`config.mk`:
```
export PLATFORM = sky130hd
export DESIGN_NAME = calibration_enhancement_regs
export DESIGN_NICKNAME = d
export VERILOG_FILES = /design/src/cal_enh_pkg.sv /design/src/tone_rate_gen.sv /design/src/calibration_enhancement_regs.sv
export SDC_FILE = /design/constraint.sdc
export NUM_CORES = 1
export LEC_CHECK = 0
export ABC_AREA = 1
export BUFFER_PORTS_ARGS = -buffer_cell sky130_fd_sc_hd__buf_2
export CAP_MARGIN = 10
export CELL_PAD_IN_SITES_DETAIL_PLACEMENT = 0
export CELL_PAD_IN_SITES_GLOBAL_PLACEMENT = 2
export CORE_MARGIN = 3
export CORE_UTILIZATION = 28
export DETAILED_ROUTE_END_ITERATION = 8
export PLACE_DENSITY = 0.71
export SLEW_MARGIN = 15
export SYNTH_ARGS = -nofsm -noshare
export SYNTH_HDL_FRONTEND = slang
export SYNTH_HIERARCHICAL = 1
export SYNTH_SLANG_ARGS = --single-unit
```
`constraint.sdc`:
```
create_clock -name clk -period 1.85 [get_ports clk]
set_input_delay 0.37 -clock clk [delete_from_list [all_inputs] [get_ports clk]]
set_output_delay 0.37 -clock clk [all_outputs]
set_load 0.05 [all_outputs]
```
`src/cal_enh_pkg.sv`:
```
// Purpose: Shared constants for the calibration and enhancement registers
// Assumes: 8-bit register port, 20 MHz clock
// Notes:   Offsets are the byte addresses of the register port
package cal_enh_pkg;
  localparam logic [7:0] ADDR_MON_OFS     = 8'h67;
  localparam logic [7:0] ADDR_ANA_TRIM    = 8'h68;
  localparam logic [7:0] ADDR_DAC_OFS     = 8'h69;
  localparam logic [7:0] ADDR_CM_BAL      = 8'h6a;
  localparam logic [7:0] ADDR_PEAK_MON    = 8'h6b;
  localparam logic [7:0] ADDR_ENH_EN      = 8'h6c;
  localparam logic [7:0] RST_MON_OFS      = 8'h88;
  localparam logic [7:0] RST_ANA_TRIM     = 8'h00;
  localparam logic [7:0] RST_DAC_OFS      = 8'h00;
  localparam logic [7:0] RST_CM_BAL       = 8'h20;
  localparam logic [7:0] RST_PEAK_MON     = 8'h08;
  localparam logic [7:0] RST_ENH_EN       = 8'h00;
  localparam logic [7:0] MASK_ANA_TRIM    = 8'h0f;
  localparam logic [7:0] MASK_CM_BAL      = 8'h3f;
  localparam logic [7:0] MASK_PEAK_MON    = 8'h0f;
  // Enhancement bit positions
  localparam int BIT_PROGRAMMED_CURRENT_LIMIT_BOOST  = 7;
  localparam int BIT_FSK         = 6;
  localparam int BIT_SPEEDUP     = 5;
  localparam int BIT_ZREF        = 4;
  localparam int BIT_BATTERY_SWITCH_DEBOUNCE        = 3;
  localparam int BIT_LCV         = 2;
  localparam int BIT_SQUELCH     = 1;
  localparam int BIT_HYST        = 0;
  // Boosted loop current limit code, in mA
  localparam logic [5:0] BOOST_LIMIT_MA = 6'h29;
  // Tone rates
  localparam int CLK_HZ          = 20000000;
  localparam int TONE_FAST_HZ    = 24000;
  localparam int TONE_SLOW_HZ    = 8000;
  localparam int TONE_FAST_DIV   = CLK_HZ / TONE_FAST_HZ;
  localparam int TONE_SLOW_DIV   = CLK_HZ / TONE_SLOW_HZ;
  // Battery switch debounce
  localparam int DEBOUNCE_MS     = 60;
  localparam int DEBOUNCE_CYCLES = (CLK_HZ / 1000) * DEBOUNCE_MS;
endpackage

```
`src/tone_rate_gen.sv`:
```
// Purpose: Tone generator 1 clock enable, 24 kHz or 8 kHz
// Assumes: Single clk domain
// Notes:   Rate change restarts the divider to avoid a long first period
module tone_rate_gen
  import cal_enh_pkg::*;
(
  // Clock and reset
  input  wire logic clk,
  input  wire logic rst,
  // Control
  input  wire logic fast,
  // Output
  output logic      tick
);
  logic [11:0] count;
  logic        fast_q;
  logic [11:0] limit;

  // The slow divide is above 2047, so the counter needs twelve bits
  assign limit = fast ? 12'(TONE_FAST_DIV - 1) : 12'(TONE_SLOW_DIV - 1);

  always_ff @(posedge clk) begin
    if (rst) begin
      count  <= 12'h000;
      fast_q <= 1'b0;
      tick   <= 1'b0;
    end else begin
      fast_q <= fast;
      if (fast != fast_q || count >= limit) begin
        count <= 12'h000;
      end else begin
        count <= count + 12'h001;
      end
      tick <= (fast == fast_q) && (count == limit);
    end
  end
endmodule

```
`src/calibration_enhancement_regs.sv`:
```
// Purpose: Calibration results and enhancement enable register group
// Assumes: Plain register port, read data one cycle after read strobe
// Notes:   Analog functions steered by these bits sit outside
// Behaviour
// - Monitor offset register holds two 4-bit results, upper and lower.
// - Analog trim register has DAC/ADC positive/negative trim bits 3..0.
// - DAC offset register holds full 8-bit result.
// - Balance register holds 6 bits; bits 7:6 read zero.
// - Peak monitor register holds 4 bits; bits 7:4 read zero.
// - Boost bit raises loop current limit to 41 mA after ring burst.
// - Tone 1 clocked at 24 kHz with FSK and release, else 8 kHz.
// - FSK with release selects dedicated FSK oscillator parameters.
// - At 24 kHz oscillator timers step in 41.67 us units.
// - Speedup bit selects multi-threshold converter control.
// - Reference disable bit removes internal impedance resistor.
// - Debounce high-to-low battery switch 60 ms with external batteries, only when HAS_DCDC is clear.
// - Loop closure from voltage when set, from current when clear.
// - Squelch bit suppresses converter loop audio noise.
// - Hysteresis bit enables two-threshold loop closure detection.
// - Enhancement register exists from revision C; resets to zero.
module calibration_enhancement_regs
  import cal_enh_pkg::*;
#(
  parameter int DEBOUNCE_LEN = DEBOUNCE_CYCLES,
  parameter bit HAS_ENH      = 1'b1,
  parameter bit HAS_DCDC     = 1'b1
)
(
  // Clock and reset
  input  wire logic       clk,
  input  wire logic       rst,
  // Register port
  input  wire logic [7:0] addr,
  input  wire logic [7:0] wdata,
  input  wire logic       wr,
  input  wire logic       rd,
  output logic      [7:0] rdata,
  // Analog and feature inputs
  input  wire logic       ring_burst_end,
  input  wire logic       ring_active,
  input  wire logic [5:0] programmed_current_limit,
  input  wire logic       tone_release,
  input  wire logic       external_battery_select,
  input  wire logic       battery_high_req,
  // Calibration values
  output logic      [3:0] monitor_offset_result_a,
  output logic      [3:0] monitor_offset_result_b,
  output logic            dac_pos_trim,
  output logic            dac_neg_trim,
  output logic            adc_pos_trim,
  output logic            adc_neg_trim,
  output logic      [7:0] dac_offset_value,
  output logic      [5:0] balance_result,
  output logic      [3:0] peak_monitor_result,
  // Feature controls
  output logic      [5:0] active_current_limit,
  output logic            tone1_tick,
  output logic            tone1_fast,
  output logic            tone1_oscillator_fsk_sel,
  output logic            converter_speedup,
  output logic            impedance_ref_disable,
  output logic            voltage_loop_closure,
  output logic            converter_squelch,
  output logic            closure_hysteresis_on,
  output logic            battery_high_sel
);
  logic [7:0] mon_ofs;
  logic [7:0] ana_trim;
  logic [7:0] dac_ofs;
  logic [7:0] cm_bal;
  logic [7:0] peak_mon;
  logic [7:0] enh;
  logic       boost_on;
  logic [7:0] next_rdata;
  logic       bat_s1;
  logic       bat_s2;
  logic       rel_s1;
  logic       rel_s2;
  logic       ext_s1;
  logic       ext_s2;
  logic [20:0] deb_count;

  // Register writes
  always_ff @(posedge clk) begin
    if (rst) begin
      mon_ofs  <= RST_MON_OFS;
      ana_trim <= RST_ANA_TRIM;
      dac_ofs  <= RST_DAC_OFS;
      cm_bal   <= RST_CM_BAL;
      peak_mon <= RST_PEAK_MON;
      enh      <= RST_ENH_EN;
    end else if (wr) begin
      unique case (addr)
        ADDR_MON_OFS:  mon_ofs  <= wdata;
        ADDR_ANA_TRIM: ana_trim <= wdata & MASK_ANA_TRIM;
        ADDR_DAC_OFS:  dac_ofs  <= wdata;
        ADDR_CM_BAL:   cm_bal   <= wdata & MASK_CM_BAL;
        ADDR_PEAK_MON: peak_mon <= wdata & MASK_PEAK_MON;
        ADDR_ENH_EN: begin
          // Earlier revisions lack the register; it stays zero
          if (HAS_ENH) begin
            enh <= wdata;
          end
        end
        default: ;
      endcase
    end
  end

  // Read mux, unmapped addresses read zero
  always_comb begin
    unique case (addr)
      ADDR_MON_OFS:  next_rdata = mon_ofs;
      ADDR_ANA_TRIM: next_rdata = ana_trim;
      ADDR_DAC_OFS:  next_rdata = dac_ofs;
      ADDR_CM_BAL:   next_rdata = cm_bal & MASK_CM_BAL;
      ADDR_PEAK_MON: next_rdata = peak_mon & MASK_PEAK_MON;
      ADDR_ENH_EN:   next_rdata = enh;
      default:       next_rdata = 8'h00;
    endcase
  end

  always_ff @(posedge clk) begin
    if (rst) begin
      rdata <= 8'h00;
    end else if (rd) begin
      rdata <= next_rdata;
    end else begin
      rdata <= 8'h00;
    end
  end

  // Calibration field outputs
  assign monitor_offset_result_a = mon_ofs[7:4];
  assign monitor_offset_result_b = mon_ofs[3:0];
  assign dac_pos_trim            = ana_trim[3];
  assign dac_neg_trim            = ana_trim[2];
  assign adc_pos_trim            = ana_trim[1];
  assign adc_neg_trim            = ana_trim[0];
  assign dac_offset_value        = dac_ofs;
  assign balance_result          = cm_bal[5:0];
  assign peak_monitor_result     = peak_mon[3:0];

  // Pin inputs synchronised
  always_ff @(posedge clk) begin
    if (rst) begin
      // Request idles high; a low reset value would drop the battery
      bat_s1 <= 1'b1;
      bat_s2 <= 1'b1;
      rel_s1 <= 1'b0;
      rel_s2 <= 1'b0;
      ext_s1 <= 1'b0;
      ext_s2 <= 1'b0;
    end else begin
      bat_s1 <= battery_high_req;
      bat_s2 <= bat_s1;
      rel_s1 <= tone_release;
      rel_s2 <= rel_s1;
      ext_s1 <= external_battery_select;
      ext_s2 <= ext_s1;
    end
  end

  // Boost holds from burst end until the next ring burst starts
  always_ff @(posedge clk) begin
    if (rst) begin
      boost_on <= 1'b0;
    end else if (!enh[BIT_PROGRAMMED_CURRENT_LIMIT_BOOST]) begin
      boost_on <= 1'b0;
    end else if (ring_burst_end) begin
      boost_on <= 1'b1;
    end else if (ring_active) begin
      boost_on <= 1'b0;
    end
  end

  always_ff @(posedge clk) begin
    if (rst) begin
      active_current_limit <= 6'h00;
    end else begin
      active_current_limit <= boost_on ? BOOST_LIMIT_MA
                                       : programmed_current_limit;
    end
  end

  // Fast tone clock and FSK register select share one condition
  always_ff @(posedge clk) begin
    if (rst) begin
      tone1_fast               <= 1'b0;
      tone1_oscillator_fsk_sel <= 1'b0;
    end else begin
      tone1_fast               <= enh[BIT_FSK] & rel_s2;
      tone1_oscillator_fsk_sel <= enh[BIT_FSK] & rel_s2;
    end
  end

  // The timers count on this tick, so 24 kHz gives 41.67 us steps
  tone_rate_gen u_tone (
    .clk  (clk),
    .rst  (rst),
    .fast (tone1_fast),
    .tick (tone1_tick)
  );

  // Plain feature enables
  always_ff @(posedge clk) begin
    if (rst) begin
      converter_speedup     <= 1'b0;
      impedance_ref_disable <= 1'b0;
      voltage_loop_closure  <= 1'b0;
      converter_squelch     <= 1'b0;
      closure_hysteresis_on <= 1'b0;
    end else begin
      converter_speedup     <= HAS_DCDC & enh[BIT_SPEEDUP];
      impedance_ref_disable <= enh[BIT_ZREF];
      voltage_loop_closure  <= enh[BIT_LCV];
      converter_squelch     <= HAS_DCDC & enh[BIT_SQUELCH];
      closure_hysteresis_on <= enh[BIT_HYST];
    end
  end

  // Only a high-to-low switch waits; a return to high is immediate
  always_ff @(posedge clk) begin
    if (rst) begin
      battery_high_sel <= 1'b1;
      deb_count        <= 21'h00000;
    end else if (bat_s2 || !(enh[BIT_BATTERY_SWITCH_DEBOUNCE] && ext_s2 && !HAS_DCDC)) begin
      battery_high_sel <= bat_s2;
      deb_count        <= 21'h00000;
    end else if (battery_high_sel) begin
      if (deb_count >= 21'(DEBOUNCE_LEN - 1)) begin
        battery_high_sel <= 1'b0;
        deb_count        <= 21'h00000;
      end else begin
        deb_count <= deb_count + 21'h00001;
      end
    end
  end

  // Rate check helper: cycles since the last tick, trusted only once a
  // whole period has run at one rate
  logic [11:0] tick_gap;
  logic        fast_seen;
  logic        gap_valid;

  always_ff @(posedge clk) begin
    if (rst) begin
      tick_gap  <= 12'h000;
      fast_seen <= 1'b0;
      gap_valid <= 1'b0;
    end else begin
      fast_seen <= tone1_fast;
      if (tone1_tick || tone1_fast != fast_seen) begin
        tick_gap <= 12'h000;
      end else begin
        tick_gap <= tick_gap + 12'h001;
      end
      if (tone1_fast != fast_seen) begin
        gap_valid <= 1'b0;
      end else if (tone1_tick) begin
        gap_valid <= 1'b1;
      end
    end
  end

  // Checks
  a_reserved_bal_zero: assert property (@(posedge clk) disable iff (rst)
    rd && addr == ADDR_CM_BAL |=> rdata[7:6] == 2'b00)
    else $error("balance reserved bits not zero");
  a_reserved_peak_zero: assert property (@(posedge clk) disable iff (rst)
    rd && addr == ADDR_PEAK_MON |=> rdata[7:4] == 4'h0)
    else $error("peak monitor reserved bits not zero");
  a_reserved_trim_zero: assert property (@(posedge clk) disable iff (rst)
    rd && addr == ADDR_ANA_TRIM |=> rdata[7:4] == 4'h0)
    else $error("trim reserved bits not zero");
  a_dac_write_read: assert property (@(posedge clk) disable iff (rst)
    wr && addr == ADDR_DAC_OFS ##1 !wr ##1 rd && addr == ADDR_DAC_OFS
    |=> rdata == $past(wdata, 3))
    else $error("dac offset readback mismatch");
  a_mon_nibbles: assert property (@(posedge clk) disable iff (rst)
    wr && addr == ADDR_MON_OFS |=> monitor_offset_result_a
    == $past(wdata[7:4]) && monitor_offset_result_b == $past(wdata[3:0]))
    else $error("monitor nibbles wrong");
  a_trim_bits: assert property (@(posedge clk) disable iff (rst)
    wr && addr == ADDR_ANA_TRIM |=> {dac_pos_trim, dac_neg_trim,
    adc_pos_trim, adc_neg_trim} == $past(wdata[3:0]))
    else $error("trim bits wrong");
  a_dac_field: assert property (@(posedge clk) disable iff (rst)
    wr && addr == ADDR_DAC_OFS |=> dac_offset_value == $past(wdata))
    else $error("dac offset field wrong");
  a_bal_field: assert property (@(posedge clk) disable iff (rst)
    wr && addr == ADDR_CM_BAL |=> balance_result == $past(wdata[5:0]))
    else $error("balance field wrong");
  a_peak_field: assert property (@(posedge clk) disable iff (rst)
    wr && addr == ADDR_PEAK_MON |=> peak_monitor_result == $past(wdata[3:0]))
    else $error("peak monitor field wrong");
  a_boost_limit: assert property (@(posedge clk) disable iff (rst)
    enh[BIT_PROGRAMMED_CURRENT_LIMIT_BOOST] && ring_burst_end |=> ##1
    active_current_limit == BOOST_LIMIT_MA)
    else $error("boost limit not applied");
  a_boost_gated: assert property (@(posedge clk) disable iff (rst)
    !enh[BIT_PROGRAMMED_CURRENT_LIMIT_BOOST] |=> !boost_on)
    else $error("boost active while disabled");
  a_plain_limit: assert property (@(posedge clk) disable iff (rst)
    !boost_on |=> active_current_limit == $past(programmed_current_limit))
    else $error("programmed limit not applied");
  a_fast_tone: assert property (@(posedge clk) disable iff (rst)
    tone1_fast == $past(enh[BIT_FSK] & rel_s2))
    else $error("tone rate select wrong");
  a_tick_period: assert property (@(posedge clk) disable iff (rst)
    tone1_tick && gap_valid |-> tick_gap == (fast_seen
    ? 12'(TONE_FAST_DIV - 1) : 12'(TONE_SLOW_DIV - 1)))
    else $error("tone tick period wrong");
  a_fsk_select: assert property (@(posedge clk) disable iff (rst)
    tone1_oscillator_fsk_sel == tone1_fast)
    else $error("fsk register select mismatch");
  a_fsk_gated: assert property (@(posedge clk) disable iff (rst)
    !enh[BIT_FSK] |=> !tone1_oscillator_fsk_sel)
    else $error("fsk registers selected while disabled");
  a_speedup_copy: assert property (@(posedge clk) disable iff (rst)
    wr && addr == ADDR_ENH_EN ##1 1'b1 |=> converter_speedup
    == (HAS_DCDC && $past(wdata[BIT_SPEEDUP], 2)))
    else $error("converter speedup wrong");
  a_zref_copy: assert property (@(posedge clk) disable iff (rst)
    wr && addr == ADDR_ENH_EN ##1 1'b1 |=> impedance_ref_disable
    == $past(wdata[BIT_ZREF], 2))
    else $error("impedance reference control wrong");
  a_loop_basis: assert property (@(posedge clk) disable iff (rst)
    wr && addr == ADDR_ENH_EN ##1 1'b1 |=> voltage_loop_closure
    == $past(wdata[BIT_LCV], 2))
    else $error("loop closure basis wrong");
  a_squelch_copy: assert property (@(posedge clk) disable iff (rst)
    wr && addr == ADDR_ENH_EN ##1 1'b1 |=> converter_squelch
    == (HAS_DCDC && $past(wdata[BIT_SQUELCH], 2)))
    else $error("converter squelch wrong");
  a_hyst_copy: assert property (@(posedge clk) disable iff (rst)
    wr && addr == ADDR_ENH_EN ##1 1'b1 |=> closure_hysteresis_on
    == $past(wdata[BIT_HYST], 2))
    else $error("loop closure hysteresis wrong");
  a_enh_reset: assert property (@(posedge clk)
    $past(rst) |-> enh == 8'h00)
    else $error("enhancement register not reset");
  a_no_debounce: assert property (@(posedge clk) disable iff (rst)
    !enh[BIT_BATTERY_SWITCH_DEBOUNCE] && !bat_s2 |=> !battery_high_sel)
    else $error("unexpected battery debounce");
  a_battery_rise: assert property (@(posedge clk) disable iff (rst)
    bat_s2 |=> battery_high_sel)
    else $error("return to high battery delayed");
  c_boost: cover property (@(posedge clk) disable iff (rst)
    boost_on ##1 ring_active);
  c_fast_tick: cover property (@(posedge clk) disable iff (rst)
    tone1_fast && tone1_tick);
  c_slow_tick: cover property (@(posedge clk) disable iff (rst)
    !tone1_fast && tone1_tick && gap_valid);
  c_debounce_done: cover property (@(posedge clk) disable iff (rst)
    $fell(battery_high_sel) && enh[BIT_BATTERY_SWITCH_DEBOUNCE]);
endmodule

```
==> out/results.ini <==
[finish]
syn2layout_area_growth_pct = 24.9
nNetsFinal = 576
drive_gt1_frac = 0.237
antennaDiodeCount = 0
final_cell_mix = buf_2, nand2_1, dfxtp_1
final_cells = 687
layout_commonest_cell = buf_2
post-route-cell-area_mm2 = 0.00428

[placed_design]
dp_slack_ns = 0.190
place.gp.congestion = 0.737
place_inst = 671
dp_hpwl_um = 6950
io_buffers = 82
place_area_mm2 = 0.00397

[synthesis]
synth.top_cell.area_share = 0.455
synth_top_cell_by_area = dfxtp_1
syn-instance-count = 454
yosysUniqueCellTypes = 32
ys_seq_area_frac = 0.455
yosys_register_bits = 78
yosys_warnings = 6
synth_nets = 491
synthesis.area_mm2 = 0.00343
avgSynthCellArea_um2 = 7.55
synth_area_leaders = dfxtp_1, nand2_1, nor2_1

[power]
switching_power_mw = 0.886
p_clk_frac = 0.483
intPower_mw = 2.86
p_seq_frac = 0.457
vdd_drop_max_v = 0.000386
p_per_area_mw_per_mm2 = 874
combPwrFrac = 0.060
leakage_nw = 1.91
p_sw_frac = 0.237

[worst_setup_path]
r2r_end = u_tone/count[2]
cp-endpoint = u_tone/count[2]
worst-r2r-setup-slack_ns = 0.30
worstPathCellList = inv_1, ha_1, nand2_1, nor2_2, nand3_1, nand2_1, inv_1, nand2_4, nor2_1
cpPeakStageDelay_ns = 0.40
cp_data_arrival_time_ns = 1.77
crit_path_end_kind = flip-flop
r2r_cells = 9
slowest_stage = dfxtp_2
path_max_fanout = 12
cp_data_required_time_ns = 2.07
crit_type = flip-flop to flip-flop
rr_startpoint = tone1_oscillator_fsk_sel
crit_start = tone1_oscillator_fsk_sel
startpoint_type = flip-flop

[timing]
clock_skew_ns = 0.00509
final_max_slew_viol_count = 0
rsz0062_at_grt = false
maxSlewHeadroom = 0.772
hold_viol_final = 0
finalCritPeriodShare = 0.835
finalWorstSetupSlack_ns = 0.304
holdWs_ns = 0.217
period_needed_ns = 1.55
max_freq_mhz = 647
setup_tns_ns = 0
setup_violations = 0
tightest_slew_ns = 0.342

[global_routing]
first_global_vias = 2826
grt_max_degree = 30
antenna_found_initial = 0
grt_overflow = 0
grt_pass1_wl_um = 15100
grt_usage = 0.146

[routing]
met1_length_um = 4540
drtIter0Drc = 134
via_count = 3017
drt_wl_total_um = 9390
ant_nets = 0
via_per_inst = 4.39
drc = 0
dr.pass1.iters = 4
dr_wl_met2_um = 4270
wl_met3_um = 516
wl_per_cell_um = 13.7
top_layer = met4

[die]
floorplan.initialDensity = 0.293
die_h_um = 117
dieWidth_um = 117
rows = 39
ioPinCount = 84
coreArea_mm2 = 0.0117
die_area_mm2 = 0.0136

[worst_hold_path]
hp-start = battery_high_req
holdPathStages = 2
min_path_type = input pin to flip-flop

[clocking]
numClockSinks = 78
clk_root_buffer_cell = clkbuf_16
cts_tree = yes
clk_pin_slew_ns = 0.06
insertion_delay_ns = 0.33
cts_buffers = 9
ctsLongestPathBuffers = 2
cts.htree.levels = 3

[status]
status = complete, no violations

[flow_run]
drv_cap = 0

## how the worst min path moves through the flow
stage,endpoint,slack [ns]
after detailed placement,bat_s2,0.40
after global routing,bat_s1,0.23
after CTS,bat_s1,0.20
after global placement,battery_high_sel,0.39
after floorplan,rel_s2,0.39
final,bat_s1,0.22
## per-stage QoR
stage                     utilization  power, mW
final                           0.366       3.74
after global routing            0.366       3.88
after CTS                       0.365       3.81
after detailed placement        0.339       1.97
after global placement          0.339       1.97
after floorplan                     -       1.88
## state kept, by name (all words and copies together) (netlist names), 6 cells and up
name / cells
u_tone/count: 12
dac_offset_value: 8
enh: 8
mon_ofs: 8
rdata: 8
active_current_limit: 6
cm_bal: 6
## layout make-up
class | count | area [um2]
fill | 1302 | 7430
sequential | 78 | 1560
multi-input combinational | 297 | 1520
timing repair buffer | 88 | 468
inverter | 65 | 245
clock buffer | 10 | 239
tap | 143 | 179
clock inverter | 6 | 70.1
## power by group through the flow
stage | combinational [mW] | sequential, mW | clock, mW
2_1_floorplan | 0.108 | 1.78 | 0
3_3_place_gp | 0.227 | 1.75 | 0
3_5_place_dp | 0.228 | 1.75 | 0
4_1_cts | 0.229 | 1.71 | 1.87
5_1_grt | 0.253 | 1.71 | 1.92
6_report | 0.226 | 1.71 | 1.81
## synthesized netlist by cell type (all sizes together)
| library cell | number |
|---|---|
| nand2 | 84 |
| dfxtp | 78 |
| nor2 | 78 |
| inv | 64 |
| nand3 | 43 |
| a21oi | 36 |
| o21ai | 33 |
| buf | 9 |
| ha | 6 |
| clkbuf | 5 |
| xor2 | 5 |
| or2 | 3 |
| nand3b | 2 |
| nand4 | 2 |
| xnor2 | 2 |
| clkinv | 1 |
| nor3 | 1 |
| o211ai | 1 |
| o21bai | 1 |
## routing by layer
layer,track usage,up-vias
met2,0.228,75
met4,0.0436,0
met1,0.197,1332
li1,-,1606
met5,0,-
met3,0.0425,4
## cell families (layout without fill, tap and decap cells)
group,count (synthesis),after routing,synth area share
xor+xnor,7,7,0.0179
compound gates,71,71,0.105
buf+inv,79,169,0.103
flops,78,78,0.455
simple gates,213,213,0.297
fa+ha+maj,6,6,0.0219
## critical path, delay by kind of cell, from the launching register on
family,cells,cell delay [ns]
flip-flops,1,0.40
buffers and inverters,2,0.16
AND/OR/NAND/NOR,6,0.59
adder cells (fa/ha/maj),1,0.28
## timing repair
item | CTS | global route
setup endpoints to repair | 0 | 6
hold buffers | 0 | 0
setup buffers | 0 | 0
resized for setup | 0 | 1
No activity file was read; power rests on OpenSTA's default activity.
